<file path="config.mk">
export PLATFORM = sky130hd
export DESIGN_NAME = afe_regs
export DESIGN_NICKNAME = d
export VERILOG_FILES = /design/src/design/afe_pkg.sv /design/src/design/afe_regs.sv
export SDC_FILE = /design/constraint.sdc
export NUM_CORES = 1
export LEC_CHECK = 0
export BUFFER_PORTS_ARGS = -buffer_cell sky130_fd_sc_hd__buf_2
export CELL_PAD_IN_SITES_DETAIL_PLACEMENT = 0
export CELL_PAD_IN_SITES_GLOBAL_PLACEMENT = 2
export CORE_UTILIZATION = 37
export DETAILED_ROUTE_END_ITERATION = 16
export GPL_TIMING_DRIVEN = 0
export PLACE_DENSITY_LB_ADDON = 0.1
export SLEW_MARGIN = 5
export SYNTH_ARGS = -nofsm -noshare
export SYNTH_HDL_FRONTEND = slang
export SYNTH_SLANG_ARGS = --single-unit
</file>
<file path="constraint.sdc">
create_clock -name clk -period 4.5 [get_ports clk]
set_clock_uncertainty 0.1 [all_clocks]
set_input_delay 1.125 -clock clk [delete_from_list [all_inputs] [get_ports clk]]
set_output_delay 1.125 -clock clk [all_outputs]
set_load 0.05 [all_outputs]
</file>
<file path="src/design/afe_pkg.sv">
// ----------------------------------------
// register map and field layout
// ----------------------------------------
package afe_pkg;
  localparam logic [4:0] ADDR_CH0 = 5'h00;
  localparam logic [4:0] ADDR_CH1 = 5'h03;
  localparam logic [4:0] ADDR_MOD = 5'h06;
  localparam logic [4:0] ADDR_PH_HI = 5'h07;
  localparam logic [4:0] ADDR_PH_LO = 5'h08;
  localparam logic [4:0] ADDR_GAIN = 5'h09;
  localparam logic [4:0] ADDR_LAST = 5'h1A;
  // group boundaries used by the read address loop
  localparam logic [4:0] GRP_CH0_END = 5'h02;
  localparam logic [4:0] GRP_CH1_END = 5'h05;
  localparam logic [4:0] GRP_CFG_END = 5'h09;
  localparam logic [4:0] GRP_STS_END = 5'h0D;
  localparam logic [4:0] GRP_CAL0_END = 5'h13;
  localparam logic [4:0] GRP_CAL1_END = 5'h19;
  // gain register fields
  localparam int BIAS_LSB = 6;
  localparam int GAIN_CH1_LSB = 3;
  localparam int GAIN_CH0_LSB = 0;
  localparam logic [2:0] GAIN_CODE_MAX = 3'h5;
  // values after reset
  localparam logic [7:0] MOD_RST = 8'h33;
  localparam logic [7:0] GAIN_RST = 8'h80;
  localparam logic [11:0] PHASE_RST = 12'h000;
  localparam logic [23:0] RESULT_RST = 24'h000000;
  // read loop modes
  localparam logic [1:0] LOOP_MAP = 2'h3;
  localparam logic [1:0] LOOP_TYPE = 2'h2;
  localparam logic [1:0] LOOP_GROUP = 2'h1;
  localparam logic [1:0] LOOP_STATIC = 2'h0;
  // gain correction group delay, in master clock periods
  localparam logic [4:0] GCAL_DELAY = 5'h18;
endpackage : afe_pkg

</file>
<file path="src/design/afe_regs.sv">
`timescale 1ns/1ns
// Summary of operation
// - result registers hold the newest finished conversion, readable alone or linked.
// - result registers are read-only; reads return conversion data.
// - a read transaction freezes a consistent snapshot of both results.
// - new results during a read update live registers, not the snapshot.
// - all three result bytes refresh together once per conversion.
// - result field is bits 23..0, bit 23 most significant.
// - with offset or gain correction enabled the corrected code is stored.
// - modulator register tracks latest comparator outputs, one bit each.
// - bits 7..4 second channel, bits 3..0 first channel, comparator 3 high.
// - modulator register resets to the zero-volt pattern.
// - a write to either phase byte pulses a converter reset and restart.
// - phase is 12-bit two's complement, reset zero, upper four bits read zero.
// - bias field 11 x2, 10 x1 reset, 01 x0.66, 00 x0.5.
// - bits 5..3 second channel gain, codes 0..5 give 1..32, 6 and 7 give 1.
// - bits 2..0 first channel gain, same encoding as the second channel.
// - read loop setting steers address auto-increment during continuous reads.
// - gain correction delays result update and data ready by 24 clocks.
module afe_regs (
  // clock and reset
  input wire logic clk,
  input wire logic reset_n,
  // serial register access, byte level
  input wire logic txn_active,
  input wire logic cmd_valid,
  input wire logic [4:0] cmd_addr,
  input wire logic byte_rd,
  input wire logic byte_wr,
  input wire logic [7:0] wr_data,
  input wire logic [1:0] read_loop,
  output logic [7:0] rd_data_q,
  output logic [4:0] addr_q,
  // conversion results from the filters
  input wire logic result_valid,
  input wire logic [23:0] ch0_raw,
  input wire logic [23:0] ch1_raw,
  input wire logic [23:0] ch0_corr,
  input wire logic [23:0] ch1_corr,
  input wire logic offset_correction_enable,
  input wire logic gain_correction_enable,
  output logic data_ready_q,
  // modulator comparators
  input wire logic comp_valid,
  input wire logic [7:0] comp_bits,
  // converter control
  output logic conv_restart_q,
  output logic [11:0] phase_q,
  output logic [1:0] bias_sel_q,
  output logic [2:0] ch0_gain_log2_q,
  output logic [2:0] ch1_gain_log2_q
);

  // ----------------------------------------
  // state
  // ----------------------------------------
  logic [23:0] ch0_q;
  logic [23:0] ch1_q;
  logic [23:0] hold0_q;
  logic [23:0] hold1_q;
  logic [23:0] snap0_q;
  logic [23:0] snap1_q;
  logic snap_v_q;
  logic [4:0] dly_q;
  logic [7:0] mod_q;
  logic [7:0] gain_q;
  logic [23:0] sel0;
  logic [23:0] sel1;
  logic [23:0] src0;
  logic [23:0] src1;
  logic upd_direct;
  logic upd_late;

  // ----------------------------------------
  // decode helpers
  // ----------------------------------------
  // next byte address for a given loop mode
  function automatic logic [4:0] next_addr(input logic [4:0] a, input logic [1:0] m);
    logic [4:0] lo;
    logic [4:0] hi;
    lo = 5'h00;
    hi = afe_pkg::ADDR_LAST;
    case (m)
      afe_pkg::LOOP_MAP: begin
        lo = 5'h00;
      end
      afe_pkg::LOOP_TYPE: begin
        if (a <= afe_pkg::GRP_CH1_END) begin
          hi = afe_pkg::GRP_CH1_END;
        end else begin
          lo = afe_pkg::ADDR_MOD;
        end
      end
      afe_pkg::LOOP_GROUP: begin
        if (a <= afe_pkg::GRP_CH0_END) begin
          hi = afe_pkg::GRP_CH0_END;
        end else if (a <= afe_pkg::GRP_CH1_END) begin
          lo = afe_pkg::ADDR_CH1;
          hi = afe_pkg::GRP_CH1_END;
        end else if (a <= afe_pkg::GRP_CFG_END) begin
          lo = afe_pkg::ADDR_MOD;
          hi = afe_pkg::GRP_CFG_END;
        end else if (a <= afe_pkg::GRP_STS_END) begin
          lo = afe_pkg::GRP_CFG_END + 5'h01;
          hi = afe_pkg::GRP_STS_END;
        end else if (a <= afe_pkg::GRP_CAL0_END) begin
          lo = afe_pkg::GRP_STS_END + 5'h01;
          hi = afe_pkg::GRP_CAL0_END;
        end else if (a <= afe_pkg::GRP_CAL1_END) begin
          lo = afe_pkg::GRP_CAL0_END + 5'h01;
          hi = afe_pkg::GRP_CAL1_END;
        end else begin
          lo = afe_pkg::ADDR_LAST;
        end
      end
      default: begin
        lo = a;
        hi = a;
      end
    endcase
    next_addr = (a >= hi) ? lo : a + 5'h01;
  endfunction : next_addr

  // reserved gain codes fall back to unity gain
  function automatic logic [2:0] gain_eff(input logic [2:0] c);
    gain_eff = (c > afe_pkg::GAIN_CODE_MAX) ? 3'h0 : c;
  endfunction : gain_eff

  // ----------------------------------------
  // result path
  // ----------------------------------------
  // corrected code replaces raw whenever either correction is on
  assign sel0 = (offset_correction_enable || gain_correction_enable) ? ch0_corr : ch0_raw;
  assign sel1 = (offset_correction_enable || gain_correction_enable) ? ch1_corr : ch1_raw;
  assign upd_direct = result_valid && !gain_correction_enable;
  assign upd_late = (dly_q == 5'h01);

  // gain correction holds the result until the group delay expires
  always_ff @(posedge clk or negedge reset_n) begin
    if (!reset_n) begin
      hold0_q <= afe_pkg::RESULT_RST;
      hold1_q <= afe_pkg::RESULT_RST;
    end else if (result_valid) begin
      hold0_q <= sel0;
      hold1_q <= sel1;
    end
  end

  // a restart drops any result in flight except one whose delay ends in the restart cycle
  always_ff @(posedge clk or negedge reset_n) begin
    if (!reset_n) begin
      dly_q <= 5'h00;
    end else if (conv_restart_q) begin
      dly_q <= 5'h00;
    end else if (result_valid && gain_correction_enable) begin
      dly_q <= afe_pkg::GCAL_DELAY;
    end else if (dly_q != 5'h00) begin
      dly_q <= dly_q - 5'h01;
    end
  end

  // all bytes of both channels load in one edge; host writes never reach here
  always_ff @(posedge clk or negedge reset_n) begin
    if (!reset_n) begin
      ch0_q <= afe_pkg::RESULT_RST;
      ch1_q <= afe_pkg::RESULT_RST;
    end else if (upd_direct) begin
      ch0_q <= sel0;
      ch1_q <= sel1;
    end else if (upd_late) begin
      ch0_q <= hold0_q;
      ch1_q <= hold1_q;
    end
  end

  // data ready marks the edge where the result registers changed
  always_ff @(posedge clk or negedge reset_n) begin
    if (!reset_n) begin
      data_ready_q <= 1'b0;
    end else begin
      data_ready_q <= upd_direct || upd_late;
    end
  end

  // ----------------------------------------
  // read snapshot
  // ----------------------------------------
  // first read byte freezes both channels; live registers keep updating
  always_ff @(posedge clk or negedge reset_n) begin
    if (!reset_n) begin
      snap_v_q <= 1'b0;
      snap0_q <= afe_pkg::RESULT_RST;
      snap1_q <= afe_pkg::RESULT_RST;
    end else if (!txn_active) begin
      snap_v_q <= 1'b0;
    end else if (byte_rd && !snap_v_q) begin
      snap_v_q <= 1'b1;
      snap0_q <= ch0_q;
      snap1_q <= ch1_q;
    end
  end

  // the first byte reads live data, which is exactly what gets frozen
  always_comb begin
    src0 = snap_v_q ? snap0_q : ch0_q;
    src1 = snap_v_q ? snap1_q : ch1_q;
  end

  // ----------------------------------------
  // host byte access
  // ----------------------------------------
  // read mux; addresses outside this bank read zero
  always_ff @(posedge clk or negedge reset_n) begin
    if (!reset_n) begin
      rd_data_q <= 8'h00;
    end else if (byte_rd) begin
      case (addr_q)
        5'h00: rd_data_q <= src0[23:16];
        5'h01: rd_data_q <= src0[15:8];
        5'h02: rd_data_q <= src0[7:0];
        5'h03: rd_data_q <= src1[23:16];
        5'h04: rd_data_q <= src1[15:8];
        5'h05: rd_data_q <= src1[7:0];
        afe_pkg::ADDR_MOD: rd_data_q <= mod_q;
        afe_pkg::ADDR_PH_HI: rd_data_q <= {4'h0, phase_q[11:8]};
        afe_pkg::ADDR_PH_LO: rd_data_q <= phase_q[7:0];
        afe_pkg::ADDR_GAIN: rd_data_q <= gain_q;
        default: rd_data_q <= 8'h00;
      endcase
    end
  end

  // address counter: reads follow the loop setting, writes walk the map
  always_ff @(posedge clk or negedge reset_n) begin
    if (!reset_n) begin
      addr_q <= afe_pkg::ADDR_CH0;
    end else if (cmd_valid) begin
      addr_q <= cmd_addr;
    end else if (byte_rd) begin
      addr_q <= next_addr(addr_q, read_loop);
    end else if (byte_wr) begin
      addr_q <= next_addr(addr_q, afe_pkg::LOOP_MAP);
    end
  end

  // comparator bits stream in; a host write is taken but hurts accuracy
  always_ff @(posedge clk or negedge reset_n) begin
    if (!reset_n) begin
      mod_q <= afe_pkg::MOD_RST;
    end else if (byte_wr && addr_q == afe_pkg::ADDR_MOD) begin
      mod_q <= wr_data;
    end else if (comp_valid) begin
      mod_q <= comp_bits;
    end
  end

  // phase bytes; any write restarts the converters
  always_ff @(posedge clk or negedge reset_n) begin
    if (!reset_n) begin
      phase_q <= afe_pkg::PHASE_RST;
      conv_restart_q <= 1'b0;
    end else begin
      conv_restart_q <= byte_wr && (addr_q == afe_pkg::ADDR_PH_HI || addr_q == afe_pkg::ADDR_PH_LO);
      if (byte_wr && addr_q == afe_pkg::ADDR_PH_HI) begin
        phase_q[11:8] <= wr_data[3:0];
      end
      if (byte_wr && addr_q == afe_pkg::ADDR_PH_LO) begin
        phase_q[7:0] <= wr_data;
      end
    end
  end

  // gain byte plus decoded copies so the amplifiers see a clean code
  always_ff @(posedge clk or negedge reset_n) begin
    if (!reset_n) begin
      gain_q <= afe_pkg::GAIN_RST;
      bias_sel_q <= afe_pkg::GAIN_RST[afe_pkg::BIAS_LSB +: 2];
      ch0_gain_log2_q <= 3'h0;
      ch1_gain_log2_q <= 3'h0;
    end else if (byte_wr && addr_q == afe_pkg::ADDR_GAIN) begin
      gain_q <= wr_data;
      bias_sel_q <= wr_data[afe_pkg::BIAS_LSB +: 2];
      ch1_gain_log2_q <= gain_eff(wr_data[afe_pkg::GAIN_CH1_LSB +: 3]);
      ch0_gain_log2_q <= gain_eff(wr_data[afe_pkg::GAIN_CH0_LSB +: 3]);
    end
  end
endmodule : afe_regs

</file>
==> impl_metrics.toml <==
[cells_and_area]
utilization_pct = 44.5
design_area_sq_um = 12000
area_growth_pct = 18.5
drive_gt1_share_pct = 31.9
nets = 1267
antennaDiodeCount = 0

[critical_path]
crit_path_top_delay_cell = "a2111o_1"
crit_type = "primary input to flip-flop"
cp-start-kind = "primary input"
crit_start = "read_loop[1]"
rr_startpoint = "addr_q[0]"
rr_worst_depth = 14
critPathBufInv = 3
cp.arrival_ns = 4.42
crit_family = "compound AO/OA/AOI/OAI gates"
end_kind = "flip-flop"
cpMostUsedCell = "ha_1"
max_stage_delay_ns = 0.44
reg2reg_to = "addr_q[2]"
critPathMaxFanout = 10
regToRegSetupSlack_ns = 0.30
crit_path_cell_trace = "buf_2 > inv_1 > ha_1 > clkbuf_1 > o21ai_2 > o22ai_1 > a222oi_1 > o21ai_0 > ha_1 > nand2b_1 > a2111o_1 > a31oi_4 > o32ai_2 > a21o_1 > a221o_1"
required_ns = 4.72
cp.depth = 15
critPathCapture = "addr_q[2]"

[outcome]
status = "complete, no violations"

[power_and_ir_drop]
clkPwrFrac_pct = 24.8
netSwitchingPower_mw = 2.41
peakVddDrop_uv = 245
p_int_mw = 3.91
combPwrFrac_pct = 33.3
p_leak_nw = 5.43
p_seq_share_pct = 41.9
swShare_pct = 38.2
powerDensity_nw_per_um2 = 528

[logic_synthesis]
synth_top_area_share_pct = 48.1
yosysWarnings = 0
yosys.area.top_type = "dfrtp_1"
synth_top_cells_by_count = "dfrtp_1 (194), mux2_2 (128), nand2_1 (108)"
syn_nets = 1088
ys_seq_elements = 199
synth_edf_count = 0
syn_inst = 943
ys_types = 56
synth_most_common_cell = "dfrtp_1"
async_flop_share_pct = 100
synth.avg_cell_area_sq_um = 10.7
synth_ff_type = "dfrtp_1"
yosysSeqAreaShare_pct = 49.4
netlist_area_sq_um = 10100
synth.top_cells.by_area = "dfrtp_1 (48%), mux2_2 (14%), mux2i_1 (7.5%)"

[timing]
slew_headroom_pct = 44.2
fmax_mhz = 238
setup_viol = 0
rsz0062_at_grt = "no"
tightestPinTransition_ns = 0.836
finalHoldViolations = 0
min_period_ns = 4.20
final.period_utilization_pct = 93.4
drv_slew = 0

[grt]
grt_use_total_pct = 21.6
grt_overflow = 0
grt_pass1_vias = 7649
antenna_found_initial = 1
grt_pass1_wl_um = 45900
grt_max_degree = 101

[place]
place.gp.congestion = 0.864
dpl_cell_area_sq_um = 11300
portBuffers = 159
place.detailed.hpwl_um = 21500

[floorplanning]
io_pins = 164
placeableCoreArea_sq_um = 26900
die_h_um = 167
initial_utilization_pct = 37.5
dieWidth_um = 167
die_area_sq_um = 27900
rows = 60

[detailed_routing]
drc_errors = 0
wirelength_um = 29200
route.vias.total = 7790
drtPass1Iterations = 7
avgRoutedWirePerCell_um = 19.8
drt_iter0_drc = 592
ant_nets = 0
via_per_inst = 5.28

[clock_tree]
root_buffer = "clkbuf_16"
htreeDepth = 4
clock_latency_ns = 0.43
cts_tree = "done"
cts_buffers = 17
cts.sinks = 199
clk_pin_slew_ns = 0.08
clk_path_buf_depth = 2
post-cts-setup-buffers = 0

[flow_run]
drv_cap = 0

[hold_path]
hold_class = "flip-flop to flip-flop"
==> per-stage QoR <==
stage	TNS (ns)	hold slack [ns]	std cells	worst slack [ns]	power, mW
2_1_floorplan	0	0.374	943	0.460	4.09
3_3_place_gp	-275.82	0.360	1443	-1.43	4.76
3_5_place_dp	-0.630	0.364	1444	-0.206	4.78
4_1_cts	0	0.385	1476	0.153	6.36
5_1_grt	0	0.391	1476	0.0819	6.69
6_report	0	0.380	1476	0.297	6.31
==> layer usage <==
| metal | share of wire (%) | vias up | GRT usage (%) |
|---|---|---|---|
| met5 | 0 | - | 0 |
| met4 | 1.6 | 0 | 5.39 |
| met3 | 4.7 | 25 | 3.83 |
| met2 | 46 | 228 | 33.9 |
| met1 | 48 | 3792 | 30.7 |
| li1 | - | 3745 | - |
==> worst min-delay path, delay by kind of cell (launching register included) <==
| kind | cells | cell delay, ns |
|---|---|---|
| flops | 1 | 0.35 |
| simple gates | 1 | 0.04 |
| compound gates | 1 | 0.06 |
==> state kept, by name, indices dropped and copies added (netlist names) <==
name             count
bias_sel_q           2
gain_q               6
mod_q                8
ch0_q               24
addr_q               5
data_ready_q         1
hold0_q             24
hold1_q             24
snap_v_q             1
rd_data_q            8
conv_restart_q       1
dly_q                5
ch1_gain_log2_q      3
snap0_q             24
ch1_q               24
ch0_gain_log2_q      3
snap1_q             24
phase_q             12
==> power groups by stage <==
stage               clock network [mW]  registers, mW  logic [mW]
floorplan                            0           2.90        1.19
global placement                     0           2.68        2.08
global route                      1.68           2.71        2.30
CTS                               1.61           2.65        2.11
finish                            1.57           2.64        2.11
detailed placement                   0           2.68        2.10
==> cell type report <==
class	count	area [sq um]
fillers	2645	14900
flip-flops and latches	199	4990
multi-input cells	666	4770
repair buffers	160	833
clock buffers	18	439
well taps	341	427
plain buffers	64	284
clock inverters	14	156
inverters	14	52.6
==> cell families after synthesis <==
group / after synthesis / share of synthesized area, %
DFF: 199 / 49.4
xor gates and xnor gates: 3 / 0.260
and+or+nand+nor: 221 / 9.51
buffers and inverters: 78 / 3.34
muxes: 204 / 21.8
adders and majority gates: 16 / 1.98
AOI/OAI and AO/OA: 222 / 13.7
==> worst min-delay path by stage <==
stage	from	to	slack [ns]	cells after the start
after floorplan	snap0_q[11]	snap0_q[11]	0.37	1
after global placement	ch0_gain_log2_q[1]	ch0_gain_log2_q[1]	0.36	2
after detailed placement	conv_restart_q	dly_q[3]	0.36	1
after CTS	conv_restart_q	dly_q[3]	0.38	1
after global routing	ch1_gain_log2_q[2]	ch1_gain_log2_q[2]	0.39	2
final	ch1_gain_log2_q[2]	ch1_gain_log2_q[2]	0.38	2
==> cell usage in the layout (no fill, tap or decap), drive strengths merged, types with 2 or more instances in the layout <==
cell type	n
ha	16
a222oi	8
dfstp	5
o21ai	75
a22o	2
clkbuf	44
nand2	108
a211oi	4
o21a	3
a221o	2
clkinv	7
mux2i	76
mux2	128
and2	4
nor3	10
a31oi	7
and3	7
nand3b	2
a221oi	7
nand3	6
a21o	3
or3	2
buf	198
xnor2	2
and4	2
a22oi	13
dfrtp	194
nor2	65
nor4b	2
a21oi	64
a2111oi	2
o211ai	3
nand2b	10
o22ai	14
inv	20
o2bb2ai	4
a32oi	3
==> repair_timing <==
action                                  4_1_cts  5_1_grt
hold buffers                                  0        0
resized for setup                             0        2
endpoints found under the setup margin        0        5
endpoints found under the hold margin         0        0
Power figures use the tool's default switching activity.
